[src/rtl/dcm_pkg.sv]
// Shared constants and types of the dual clock operating mode control
package dcm_pkg;

    // ****************************************************************
    // Register map: printed offsets are word indices
    // ****************************************************************
    localparam int          ADDR_W          = 8;
    localparam int          DATA_W          = 32;
    localparam logic [7:0]  IDX_SLEEP_CMD   = 8'h15;
    localparam logic [7:0]  IDX_OP_MODE     = 8'h17;
    localparam logic [7:0]  IDX_MODE_STATUS = 8'h18;
    localparam logic [7:0]  ADDR_SLEEP_CMD  = {IDX_SLEEP_CMD[5:0], 2'b00};
    localparam logic [7:0]  ADDR_OP_MODE    = {IDX_OP_MODE[5:0], 2'b00};
    localparam logic [7:0]  ADDR_STATUS     = {IDX_MODE_STATUS[5:0], 2'b00};

    // ****************************************************************
    // Field layout of operating_mode_control
    // ****************************************************************
    localparam int          CSEL_BIT        = 7;
    localparam int          DIV_HI          = 6;
    localparam int          DIV_LO          = 4;
    localparam int          RTC_EN_BIT      = 3;
    localparam int          RTC_CLR_BIT     = 2;
    localparam logic        CSEL_RST        = 1'b1;
    localparam logic [2:0]  DIV_RST         = 3'h0;
    localparam logic        RTC_EN_RST      = 1'b1;
    localparam logic [7:0]  SLEEP_KEY       = 8'h5A;

    // ****************************************************************
    // Widths and stabilisation counts, in oscillator cycles
    // ****************************************************************
    localparam int          DIV_CNT_W       = 7;
    localparam int          PRESC_W         = 14;
    localparam int          STAB_W          = 11;
    localparam logic [10:0] FAST_STABLE_CYC = 11'd512;
    localparam logic [10:0] XTAL_STABLE_CYC = 11'd1024;
    localparam logic [10:0] RC_STABLE_CYC   = 11'd4;
    localparam int          WAKE_W          = 5;

    // ****************************************************************
    // Types
    // ****************************************************************
    typedef enum logic [5:0] {
        DCM_NORMAL  = 6'b000001,
        DCM_SLOW    = 6'b000010,
        DCM_WARMUP  = 6'b000100,
        DCM_STANDBY = 6'b001000,
        DCM_HALT    = 6'b010000,
        DCM_WAKING  = 6'b100000
    } dcm_state_t;

    typedef struct packed {
        logic key_change;
        logic slow_tmr_irq;
        logic fast_periodic_timer;
        logic slow_periodic_timer;
        logic ext_irq;
    } dcm_wake_t;

    typedef struct packed {
        logic fast_osc_en;
        logic slow_osc_en;
        logic cpu_run;
        logic cpu_clk_tick;
        logic divided_fast_tick;
        logic rtc_tick;
    } dcm_clk_ctl_t;

endpackage : dcm_pkg

[src/rtl/dcm_sync.sv]
// Three-stage input synchroniser with agreement filter and rise pulse
`timescale 1ns/100ps
module dcm_sync #(
    parameter int W = 1
) (
    // Clock and reset
    input  wire logic         clk,
    input  wire logic         sys_rst,
    // Asynchronous input
    input  wire logic [W-1:0] din,
    // Filtered level and rising pulse
    output logic      [W-1:0] level,
    output logic      [W-1:0] rise
);

    logic [W-1:0] s1_r;
    logic [W-1:0] s2_r;
    logic [W-1:0] s3_r;
    logic [W-1:0] level_r;

    always_ff @(posedge clk) begin
        if (sys_rst) begin
            s1_r <= '0;
            s2_r <= '0;
            s3_r <= '0;
        end else begin
            s1_r <= din;
            s2_r <= s1_r;
            s3_r <= s2_r;
        end
    end

    // A change counts once stages two and three agree
    always_ff @(posedge clk) begin
        if (sys_rst) begin
            level_r <= '0;
        end else begin
            level_r <= (s2_r & s3_r) | (level_r & (s2_r | s3_r));
        end
    end

    assign level = level_r;
    assign rise  = s2_r & s3_r & ~level_r;

endmodule : dcm_sync

[src/rtl/dcm_ctrl.sv]
// Dual clock operating mode controller with APB register access
`timescale 1ns/100ps
module dcm_ctrl (
    // Clock and reset
    input  wire logic                         clk,
    input  wire logic                         sys_rst,
    // APB slave
    input  wire logic                         psel,
    input  wire logic                         penable,
    input  wire logic                         pwrite,
    input  wire logic [dcm_pkg::ADDR_W-1:0]   paddr,
    input  wire logic [dcm_pkg::DATA_W-1:0]   pwdata,
    output logic      [dcm_pkg::DATA_W-1:0]   prdata,
    output logic                              pready,
    output logic                              pslverr,
    // Oscillator pins and source strap
    input  wire logic                         fast_osc_clk,
    input  wire logic                         slow_osc_clk,
    input  wire logic                         slow_src_xtal,
    // Wake-up sources
    input  wire dcm_pkg::dcm_wake_t           wake_src,
    // Clock control and prescaler taps
    output dcm_pkg::dcm_clk_ctl_t             clk_ctl,
    output logic      [dcm_pkg::PRESC_W-1:0]  rtc_taps,
    output dcm_pkg::dcm_state_t               op_state
);

    import dcm_pkg::*;

    // ****************************************************************
    // Declarations
    // ****************************************************************
    dcm_state_t               state_r;
    dcm_state_t               state_nxt;
    logic                     csel_r;
    logic [2:0]               div_r;
    logic                     rtc_en_r;
    logic                     xtal_r;
    logic                     strap_taken_r;
    logic [DIV_CNT_W-1:0]     div_cnt_r;
    logic [DIV_CNT_W-1:0]     div_mask;
    logic [PRESC_W-1:0]       presc_r;
    logic [STAB_W-1:0]        stab_cnt_r;
    logic [STAB_W-1:0]        stab_goal;
    logic                     stab_done;
    logic                     wait_fast;
    logic [DATA_W-1:0]        prdata_r;
    logic                     fast_tick_r;
    logic                     cpu_tick_r;
    logic                     rtc_tick_r;
    logic                     osc_lvl_unused;
    logic                     fast_rise;
    logic                     slow_rise;
    logic [1:0]               osc_lvl;
    logic [1:0]               osc_rise;
    dcm_wake_t                wake_lvl;
    dcm_wake_t                wake_rise;
    logic                     wr_en;
    logic                     rd_setup;
    logic                     wr_mode;
    logic                     wr_sleep;
    logic                     sleep_go;
    logic                     rtc_clear;
    logic                     wake_any;
    logic                     fast_on;
    logic                     slow_on;
    logic                     mapped;

    // ****************************************************************
    // Input synchronisers
    // ****************************************************************
    dcm_sync #(
        .W      (2)
    ) u_osc_sync (
        .clk    (clk),
        .sys_rst(sys_rst),
        .din    ({fast_osc_clk, slow_osc_clk}),
        .level  (osc_lvl),
        .rise   (osc_rise)
    );

    dcm_sync #(
        .W      (WAKE_W)
    ) u_wake_sync (
        .clk    (clk),
        .sys_rst(sys_rst),
        .din    (wake_src),
        .level  (wake_lvl),
        .rise   (wake_rise)
    );

    // Edges only count while the oscillator is enabled
    assign fast_rise      = osc_rise[1] & fast_on;
    assign slow_rise      = osc_rise[0] & slow_on;
    assign osc_lvl_unused = ^osc_lvl;

    // ****************************************************************
    // APB decode
    // ****************************************************************
    assign wr_en    = psel & penable & pwrite;
    assign rd_setup = psel & ~penable & ~pwrite;
    assign mapped   = (paddr == ADDR_SLEEP_CMD) | (paddr == ADDR_OP_MODE)
                    | (paddr == ADDR_STATUS);
    assign wr_mode  = wr_en & (paddr == ADDR_OP_MODE);
    assign wr_sleep = wr_en & (paddr == ADDR_SLEEP_CMD);
    // Only the exact key arms sleep, and only from normal or slow mode, not warm-up
    assign sleep_go = wr_sleep & (pwdata[7:0] == SLEEP_KEY)
                    & ((state_r == DCM_NORMAL)
                    | (state_r == DCM_SLOW));
    assign rtc_clear = wr_mode & ~pwdata[RTC_CLR_BIT];

    assign pready  = 1'b1;
    assign pslverr = psel & penable & ~mapped;

    // ****************************************************************
    // Mode register fields
    // ****************************************************************
    always_ff @(posedge clk) begin
        if (sys_rst) begin
            csel_r   <= CSEL_RST;
            div_r    <= DIV_RST;
            rtc_en_r <= RTC_EN_RST;
        end else if (wr_mode) begin
            csel_r   <= pwdata[CSEL_BIT];
            div_r    <= pwdata[DIV_HI:DIV_LO];
            rtc_en_r <= pwdata[RTC_EN_BIT];
        end
    end

    // Strap is caught after release, never under reset
    always_ff @(posedge clk) begin
        if (sys_rst) begin
            strap_taken_r <= 1'b0;
            xtal_r        <= 1'b0;
        end else if (!strap_taken_r) begin
            strap_taken_r <= 1'b1;
            xtal_r        <= slow_src_xtal;
        end
    end

    // Read data registered in the setup cycle
    always_ff @(posedge clk) begin
        if (sys_rst) begin
            prdata_r <= '0;
        end else if (rd_setup) begin
            prdata_r <= '0;
            if (paddr == ADDR_OP_MODE) begin
                prdata_r[CSEL_BIT]       <= csel_r;
                prdata_r[DIV_HI:DIV_LO]  <= div_r;
                prdata_r[RTC_EN_BIT]     <= rtc_en_r;
                prdata_r[RTC_CLR_BIT]    <= 1'b1;
            end else if (paddr == ADDR_STATUS) begin
                prdata_r[5:0]            <= state_r;
                prdata_r[6]              <= xtal_r;
            end
        end
    end

    assign prdata = prdata_r;

    // ****************************************************************
    // Mode sequencer
    // ****************************************************************
    assign wake_any = (state_r == DCM_HALT)
                    ? (wake_rise.key_change
                    | wake_rise.ext_irq)
                    : (|wake_rise);

    // Fast warm-up targets normal, otherwise slow source wait
    assign wait_fast = (state_r == DCM_WARMUP) | csel_r;
    assign stab_goal = wait_fast ? FAST_STABLE_CYC
                     : (xtal_r ? XTAL_STABLE_CYC
                     : RC_STABLE_CYC);
    assign stab_done = (stab_cnt_r == stab_goal);

    always_comb begin
        state_nxt = state_r;
        unique case (state_r)
            DCM_NORMAL: begin
                if (sleep_go) begin
                    state_nxt = rtc_en_r ? DCM_STANDBY
                              : DCM_HALT;
                end else if (wr_mode && !pwdata[CSEL_BIT]) begin
                    state_nxt = DCM_SLOW;
                end
            end
            DCM_SLOW: begin
                if (sleep_go) begin
                    state_nxt = rtc_en_r ? DCM_STANDBY
                              : DCM_HALT;
                end else if (wr_mode && pwdata[CSEL_BIT]) begin
                    state_nxt = DCM_WARMUP;
                end
            end
            DCM_WARMUP: begin
                if (!csel_r) begin
                    state_nxt = DCM_SLOW;
                end else if (stab_done) begin
                    state_nxt = DCM_NORMAL;
                end
            end
            DCM_STANDBY,
            DCM_HALT: begin
                if (wake_any) begin
                    state_nxt = DCM_WAKING;
                end
            end
            DCM_WAKING: begin
                if (stab_done) begin
                    state_nxt = csel_r ? DCM_NORMAL
                              : DCM_SLOW;
                end
            end
            default: begin
                state_nxt = DCM_NORMAL;
            end
        endcase
    end

    always_ff @(posedge clk) begin
        if (sys_rst) begin
            state_r <= DCM_NORMAL;
        end else begin
            state_r <= state_nxt;
        end
    end

    // Counts edges of whichever source is being awaited
    always_ff @(posedge clk) begin
        if (sys_rst) begin
            stab_cnt_r <= '0;
        end else if (state_nxt != state_r) begin
            stab_cnt_r <= '0;
        end else if ((state_r == DCM_WARMUP) || (state_r == DCM_WAKING)) begin
            if (!stab_done && (wait_fast ? fast_rise : slow_rise)) begin
                stab_cnt_r <= stab_cnt_r + 1'b1;
            end
        end
    end

    // ****************************************************************
    // Oscillator enables
    // ****************************************************************
    always_comb begin
        unique case (state_r)
            DCM_NORMAL: fast_on = 1'b1;
            DCM_WARMUP: fast_on = 1'b1;
            DCM_WAKING: fast_on = csel_r;
            default:    fast_on = 1'b0;
        endcase
    end

    // In normal mode the slow oscillator follows the prescaler enable
    always_comb begin
        unique case (state_r)
            DCM_NORMAL: slow_on = rtc_en_r;
            DCM_HALT:   slow_on = 1'b0;
            default:    slow_on = 1'b1;
        endcase
    end

    // ****************************************************************
    // Fast clock divider: tick on every 2^N-th fast edge
    // ****************************************************************
    assign div_mask = DIV_CNT_W'((8'h01 << div_r) - 8'h01);

    always_ff @(posedge clk) begin
        if (sys_rst) begin
            div_cnt_r <= '0;
        end else if (!fast_on) begin
            div_cnt_r <= '0;
        end else if (fast_rise) begin
            div_cnt_r <= div_cnt_r + 1'b1;
        end
    end

    always_ff @(posedge clk) begin
        if (sys_rst) begin
            fast_tick_r <= 1'b0;
        end else begin
            fast_tick_r <= fast_rise
                         & ((div_cnt_r & div_mask) == div_mask);
        end
    end

    // CPU ticks stop while asleep and until the source is stable
    // Keyed on the next state so no tick leaks into the first sleep cycle
    always_ff @(posedge clk) begin
        if (sys_rst) begin
            cpu_tick_r <= 1'b0;
        end else begin
            unique case (state_nxt)
                DCM_NORMAL: cpu_tick_r <= fast_rise
                          & ((div_cnt_r & div_mask)
                          == div_mask);
                DCM_SLOW,
                DCM_WARMUP: cpu_tick_r <= slow_rise;
                default:    cpu_tick_r <= 1'b0;
            endcase
        end
    end

    // ****************************************************************
    // Real-time-clock prescaler
    // ****************************************************************
    always_ff @(posedge clk) begin
        if (sys_rst) begin
            presc_r    <= '0;
            rtc_tick_r <= 1'b0;
        end else if (rtc_clear) begin
            presc_r    <= '0;
            rtc_tick_r <= 1'b0;
        end else begin
            rtc_tick_r <= slow_rise & rtc_en_r;
            if (slow_rise && rtc_en_r) begin
                presc_r <= presc_r + 1'b1;
            end
        end
    end

    // ****************************************************************
    // Outputs
    // ****************************************************************
    assign clk_ctl.fast_osc_en       = fast_on;
    assign clk_ctl.slow_osc_en       = slow_on;
    assign clk_ctl.cpu_run           = (state_r == DCM_NORMAL)
                                     | (state_r == DCM_SLOW)
                                     | (state_r == DCM_WARMUP);
    assign clk_ctl.cpu_clk_tick      = cpu_tick_r;
    assign clk_ctl.divided_fast_tick = fast_tick_r;
    assign clk_ctl.rtc_tick          = rtc_tick_r;
    assign rtc_taps                  = presc_r;
    assign op_state                  = state_r;

endmodule : dcm_ctrl

[config.mk]
export PLATFORM = sky130hd
export DESIGN_NAME = dcm_ctrl
export DESIGN_NICKNAME = d
export VERILOG_FILES = /design/src/rtl/dcm_pkg.sv /design/src/rtl/dcm_sync.sv /design/src/rtl/dcm_ctrl.sv
export SDC_FILE = /design/constraint.sdc
export NUM_CORES = 1
export LEC_CHECK = 0
export BUFFER_PORTS_ARGS = -buffer_cell sky130_fd_sc_hd__buf_4
export CORE_ASPECT_RATIO = 1.25
export CORE_MARGIN = 2
export CORE_UTILIZATION = 44
export DETAILED_ROUTE_END_ITERATION = 8
export PLACE_DENSITY = 0.69
export SLEW_MARGIN = 20
export SYNTH_ARGS = -nofsm -noshare
export SYNTH_HDL_FRONTEND = slang
export SYNTH_SLANG_ARGS = --single-unit
[constraint.sdc]
create_clock -name clk -period 3.05 [get_ports clk]
set_input_delay 0.61 -clock clk [delete_from_list [all_inputs] [get_ports clk]]
set_output_delay 0.61 -clock clk [all_outputs]
set_load 0.005 [all_outputs]
Yosys cells after proc, flatten, opt, wreduce, memory -nomap -nowiden
Index checks and enable logic that the tools add are counted. W data, S select, Z words.

Register bits: 84. Bits of input ports: 53. Output and inout port bits: 60. Word-level logic and storage cells: 118.

Add/sub/neg operators: 4. Equal/unequal tests: 16. Shift-type cells: 1. Multiplexer cells: 23. Bitwise operators: 38. Reductions and logical operators: 15.

Operators by type and width (count): $mux W6 (8); $eq A8 B7 Y1 const B (4); $pmux W6 S5 (1); $mux W11 (2); $and A5 B5 Y5 (3); $add A14 B1 Y14 const B (1); $and A1 B1 Y1 (14); $eq A6 B1 Y1 const B (2); $eq A6 B2 Y1 const B (2); $eq A6 B3 Y1 const B (2); $reduce_or A2 Y1 (6); $add A11 B1 Y11 const B (1); $eq A11 B11 Y1 (1); $mux W5 (2); $or A5 B5 Y5 (2); $add A7 B1 Y7 const B (1); $and A7 B7 Y7 (1); $eq A7 B7 Y1 (1); $mux W7 (1); $shl A1 B3 Y7 const A (1); $sub A7 B1 Y7 const B (1); $and A2 B2 Y2 (3); $eq A6 B4 Y1 const B (1); $eq A6 B5 Y1 const B (1); 15 further kinds (35).

Longest topological paths before layout
Word-level depth: 10. Gate-level depth with buffers: 11. Mapped depth without buffers: 10.

Cells and area by module
From an unflattened synthesis, not the netlist that was laid out.

Cells, all modules: 497. Area, all modules: 4311.6 um^2.

By module, submodules not included: dcm_ctrl (instances 1, cells each 411, area an instance 3389.5 um^2, sequential area each 1121.1 um^2); dcm_sync at u_wake_sync (instances 1, cells each 62, area an instance 679.4 um^2, sequential area each 400.4 um^2); dcm_sync at u_osc_sync (instances 1, cells each 24, area an instance 242.7 um^2, sequential area each 160.2 um^2).

Worst setup path after synthesis
OpenSTA, ideal clock, no wires.

Path type: register to register. From: register div_r[1]. To: register cpu_tick_r. Setup time: 0.103 ns. Data arrival time: 2.436 ns. Data required time: 2.947 ns. Path slack: 0.510 ns. Cell stages (with the launch flop): 11. Buffers on the path: 1. Clock period less this slack: 2.540 ns. Path through: dfxtp_1 buf_2 or3_1 ha_1 or4b_2 o21ai_0 a2111oi_0 nand3_1 o21bai_1 and4_1 a2111oi_2.

Cells in the longest elaborated chain, start to end: 6.

Ends and longest elaborated chain: start: declaration (line dcm_ctrl.sv:36) `logic [2:0] div_r;`; start signal: assignment (line dcm_ctrl.sv:125) `div_r <= pwdata[DIV_HI:DIV_LO];`; $shl A1 B3 Y7 (*) (line dcm_ctrl.sv:265) `assign div_mask = DIV_CNT_W'((8'h01 << div_r) - 8'h01);`; $sub A7 B1 Y7 (*) (line dcm_ctrl.sv:265); $and A7 B7 Y7 (line dcm_ctrl.sv:294) `& ((div_cnt_r & div_mask)`; $eq A7 B7 Y1 (*) (line dcm_ctrl.sv:295) `== div_mask);`; $and A1 B1 Y1 (*) (line dcm_ctrl.sv:294); $pmux W1 S2 (*) (line dcm_ctrl.sv:292) `unique case (state_nxt)`; end signal: assignment (line dcm_ctrl.sv:293) `DCM_NORMAL: cpu_tick_r <= fast_rise`; end signal: assignment (line dcm_ctrl.sv:297) `DCM_WARMUP: cpu_tick_r <= slow_rise;`; end: declaration (line dcm_ctrl.sv:49) `logic cpu_tick_r;`.

Mark *: on every way between the ends. The rest lies on a longest branch, timed or not. A chain may end at the register's enable or synchronous reset.

Final worst setup path
From: register div_r[0]. To: register cpu_tick_r.

The elaborated chain is that of the path after synthesis.

==> results.rst <==
.. list-table::
   :header-rows: 1

   * - Metric
     - Value
   * - Critical path data arrival time
     - 3.09 ns
   * - Resize count post-CTS
     - 0
   * - Drt wl/cell
     - 13.6 µm
   * - Switching component of the power
     - 0.507 mW
   * - Placement-stage worst setup slack
     - 0.220 ns
   * - Most area-hungry cell type in the Yosys netlist
     - sky130_fd_sc_hd__dfxtp_1
   * - Outcome
     - completed
   * - Adder and majority gate portion of the synthesized area
     - 0.0150
   * - Mean instance size in the synthesized netlist
     - 8.72 µm²
   * - Pin count of the biggest net entering global routing
     - 50
   * - Max-Cap Viols
     - 0
   * - Share of layout cells above drive strength 1
     - 0.197
   * - Synth Register Bits
     - 84
   * - Data required time at the worst endpoint
     - 3.27 ns
   * - Number of instances in the synthesized netlist
     - 477
   * - Die Ht
     - 113 µm
   * - Combined area of all synthesized cells
     - 4160 µm²
   * - Ant diodes
     - 0
   * - Relative slew margins
     - 0.578
   * - Setup-violating endpoint count in the final report
     - 0
   * - Via count
     - 3446
   * - Initial standard-cell utilization of the core
     - 0.453
   * - Half-perimeter wire length of the detailed placement result
     - 6670 µm
   * - TritonRoute pass-1 iters
     - 4
   * - Number of synthesized flops with an enable pin
     - 0
   * - Standard-cell row count
     - 39
   * - Yosys warning total
     - 0
   * - Die X-Extent
     - 91.0 µm
   * - Maximum clock frequency
     - 348 MHz
   * - Synth async-reset ratio
     - 0
   * - Final wirelength
     - 8960 µm
   * - Layout fillers
     - 884
   * - Insertion delay of the later-clocked pin in the worst-skew pair
     - 0.34 ns
   * - Placed cells
     - 644
   * - Number of antenna violations at the first check in global routing
     - 0
   * - Fraction of the mapped netlist area in simple logic gates
     - 0.279
   * - TritonCTS clock tree
     - done
   * - Vias in the first global route
     - 3071
   * - Smallest hold slack
     - 0.436 ns
   * - Iteration-0 DRC count of the detailed router
     - 212
   * - Final std cells w/o fill
     - 660
   * - Shortest clock period the worst path allows after layout
     - 2.87 ns
   * - Remaining global-route overflow
     - 0
   * - Kind of path behind the tightest hold check
     - flop to flop
   * - Fin. max-slew vios
     - 0
   * - Hold buffer count at cts
     - 0
   * - Proportion of power drawn by the clock network
     - 0.473
   * - Sequential group share of total power
     - 0.486
   * - Synth top area cells
     - sky130_fd_sc_hd__dfxtp_1 (40%), sky130_fd_sc_hd__buf_4 (5.8%), sky130_fd_sc_hd__nor2b_1 (4.4%)
   * - Part of the Yosys area used for sequential elements
     - 0.404
   * - Floorplan core area
     - 9170 µm²
   * - Nets
     - 590
   * - Maximum clock insertion buffer count
     - 2
   * - Final clock period utilization by the worst path
     - 0.942
   * - Layout-stage area growth over the synthesis result
     - 17.9%
   * - Global router's overall resource usage
     - 0.171
   * - Leakage component of the power
     - 1.90 nW
   * - Area share of the leading cell type in the synthesized netlist
     - 0.404
   * - Combinational family with the most area after synthesis
     - simple AND/OR/NAND/NOR gates
   * - Distinct cells, synth
     - 69
   * - Critical path startpoint category
     - flop
   * - Largest driver fanout on the critical path
     - 6
   * - Setup CP Type
     - flop to flop
   * - Share of total power consumed by net switching
     - 0.220
   * - Max VDD drop
     - 0.000248 V
   * - Element type at the critical path end
     - flop
   * - CTS Buf Count
     - 9
   * - Clock-pin slew on the worst setup and hold paths
     - 0.06 ns
   * - Area of the die
     - 10300 µm²
   * - Most used flip-flop cell after synthesis
     - sky130_fd_sc_hd__dfxtp_1
   * - Internal power summed over all cells
     - 1.80 mW
   * - Port buffer count
     - 63
   * - Final Power
     - 2.31 mW
   * - Sinks on Clock Net
     - 84
   * - Worst slew pin tran
     - 0.632 ns
   * - Number of top-level pins
     - 113
   * - Per-cell via count in the routed design
     - 5.22
   * - Fin Clk Skew
     - 0.00842 ns
   * - Cell at the root of the clock tree
     - sky130_fd_sc_hd__clkbuf_16
   * - Hold Fails Final Rpt
     - 0
   * - Setup TNS
     - 0 ns
   * - Placer Congestion
     - 0.903
   * - CTS H-Tree Depth
     - 3
   * - Setup repair after global routing missed its margin
     - no
   * - Remaining DRCs
     - 0
   * - Areal power density over the cells
     - 471 nW/µm²
   * - Global-route wire length before repair
     - 14200 µm
   * - Post-CTS setup repair buffer count
     - 0
   * - Fraction of synthesized area in multiplexers
     - 0.00963
   * - Fraction of the mapped netlist area in compound gates
     - 0.144
   * - Count of antenna-violating nets left after detailed routing
     - 0
   * - Part of the power in combinational logic
     - 0.041
   * - Xor/xnor share of the synthesized area
     - 0.0590
   * - Least setup slack across all paths after layout
     - 0.178 ns
==> cell usage after synthesis (3+ instances only) <==
library cell                n
sky130_fd_sc_hd__ha_1       5
sky130_fd_sc_hd__dfxtp_1   84
sky130_fd_sc_hd__clkbuf_1  10
sky130_fd_sc_hd__a21oi_1   27
sky130_fd_sc_hd__o211ai_1   4
sky130_fd_sc_hd__a211oi_1   5
sky130_fd_sc_hd__nand4_1   14
sky130_fd_sc_hd__and3_1     7
sky130_fd_sc_hd__and4b_1    3
sky130_fd_sc_hd__nor2b_1   29
sky130_fd_sc_hd__and2_1     7
sky130_fd_sc_hd__nand2_1   40
sky130_fd_sc_hd__inv_1     10
sky130_fd_sc_hd__a31oi_1    6
sky130_fd_sc_hd__nor2_2     5
sky130_fd_sc_hd__xor2_1    18
sky130_fd_sc_hd__and4_1     3
sky130_fd_sc_hd__or3_1      5
sky130_fd_sc_hd__xnor2_1   10
sky130_fd_sc_hd__o21bai_1   3
sky130_fd_sc_hd__buf_4     32
sky130_fd_sc_hd__nor3_1     3
sky130_fd_sc_hd__nand3b_1   4
sky130_fd_sc_hd__nand3_1   14
sky130_fd_sc_hd__a22oi_1    5
sky130_fd_sc_hd__buf_2      4
sky130_fd_sc_hd__nor2_1    47
sky130_fd_sc_hd__o21ai_0   19
sky130_fd_sc_hd__mux2i_1    4
==> area by class of cell <==
| class | instances | area [µm²] | area share |
|---|---|---|---|
| clock buffer | 10 | 229 | 0.0467 |
| clock inverter | 6 | 71.3 | 0.0145 |
| inverter | 10 | 37.5 | 0.00765 |
| multi-input combinational | 356 | 2200 | 0.448 |
| sequential | 84 | 1680 | 0.343 |
| tap | 123 | 154 | 0.0314 |
| timing repair buffer | 71 | 533 | 0.109 |
==> stage by stage <==
step / cell area (µm²) / utilization
6_report: 4900 / 0.535
5_1_grt: 4900 / 0.535
4_1_cts: 4900 / 0.535
3_5_place_dp: 4600 / 0.502
3_3_place_gp: 4600 / 0.502
2_1_floorplan: 4250 / -
==> worst max-delay path, cell delays in order, from the launching register on <==
cell                        delay (ns)
sky130_fd_sc_hd__dfxtp_1          0.37
sky130_fd_sc_hd__or3_1            0.37
sky130_fd_sc_hd__ha_1             0.27
sky130_fd_sc_hd__or4b_2           0.21
sky130_fd_sc_hd__o21ai_0          0.06
sky130_fd_sc_hd__a2111oi_0        0.47
sky130_fd_sc_hd__nand3_1          0.22
sky130_fd_sc_hd__o21bai_1         0.22
sky130_fd_sc_hd__and4_1           0.23
sky130_fd_sc_hd__a2111oi_2        0.34
==> logic make-up (layout without fill, tap and decap cells) <==
family	count (synthesis)	count (layout)
flip-flops	84	84
XOR/XNOR	28	28
multiplexers	4	4
adder cells (fa/ha/maj)	5	5
buffers and inverters	60	97
AO/OA/AOI/OAI	90	90
other	2	25
AND/OR/NAND/NOR	204	204
==> power groups by stage <==
stage          registers (mW)  clock network [mW]  logic [mW]
2_1_floorplan            1.14                   0      0.0710
4_1_cts                  1.12                1.11      0.0952
3_3_place_gp             1.15                   0      0.0931
6_report                 1.12                1.09      0.0946
3_5_place_dp             1.15                   0      0.0949
5_1_grt                  1.12                1.16       0.105
==> cells in the final DEF, fill, tap and decap left out, types with 3 or more instances in the layout <==
cell                        instances
sky130_fd_sc_hd__dfxtp_1           84
sky130_fd_sc_hd__buf_4             71
sky130_fd_sc_hd__nor2_1            47
sky130_fd_sc_hd__nand2_1           40
sky130_fd_sc_hd__nor2b_1           29
sky130_fd_sc_hd__a21oi_1           27
sky130_fd_sc_hd__conb_1            25
sky130_fd_sc_hd__o21ai_0           19
sky130_fd_sc_hd__xor2_1            18
sky130_fd_sc_hd__nand3_1           14
sky130_fd_sc_hd__nand4_1           14
sky130_fd_sc_hd__inv_1             10
sky130_fd_sc_hd__xnor2_1           10
sky130_fd_sc_hd__clkbuf_16          9
sky130_fd_sc_hd__and3_1             7
sky130_fd_sc_hd__and2_1             7
sky130_fd_sc_hd__a31oi_1            6
sky130_fd_sc_hd__or3_1              5
sky130_fd_sc_hd__a211oi_1           5
sky130_fd_sc_hd__nor2_2             5
sky130_fd_sc_hd__a22oi_1            5
sky130_fd_sc_hd__ha_1               5
sky130_fd_sc_hd__nand3b_1           4
sky130_fd_sc_hd__o211ai_1           4
sky130_fd_sc_hd__mux2i_1            4
sky130_fd_sc_hd__and4b_1            3
sky130_fd_sc_hd__and4_1             3
sky130_fd_sc_hd__nor3_1             3
sky130_fd_sc_hd__o21bai_1           3
==> layer usage <==
| metal | vias up | GRT usage | routed length (µm) | share of wire |
|---|---|---|---|---|
| met4 | 0 | 0.0667 | 143 | 0.016 |
| met2 | 88 | 0.291 | 4470 | 0.50 |
| met5 | - | 0 | 0 | 0 |
| met1 | 1616 | 0.208 | 3970 | 0.44 |
| met3 | 11 | 0.0406 | 369 | 0.041 |
| li1 | 1731 | - | - | - |
==> sequential cells by signal (all words and copies together), names as in the netlist, 2 cells and up <==
signal             flops
op_state               6
u_wake_sync.s2_r       5
u_wake_sync.s3_r       5
prdata                 8
u_osc_sync.level       2
u_wake_sync.level      5
rtc_taps              14
stab_cnt_r            11
u_wake_sync.s1_r       5
u_osc_sync.s3_r        2
u_osc_sync.s1_r        2
u_osc_sync.s2_r        2
div_r                  3
div_cnt_r              7
==> final timing paths <==
| check | start | to | slack (ns) | cells past startpoint |
|---|---|---|---|---|
| worst min register to register | u_wake_sync.s1_r[1] | u_wake_sync.s2_r[1] | 0.44 | 1 |
| worst min-delay path | u_wake_sync.s1_r[1] | u_wake_sync.s2_r[1] | 0.44 | 1 |
| worst max register to register | div_r[0] | cpu_tick_r | 0.18 | 9 |
| worst max-delay path | div_r[0] | cpu_tick_r | 0.18 | 9 |
Power figures use the tool's default switching activity.
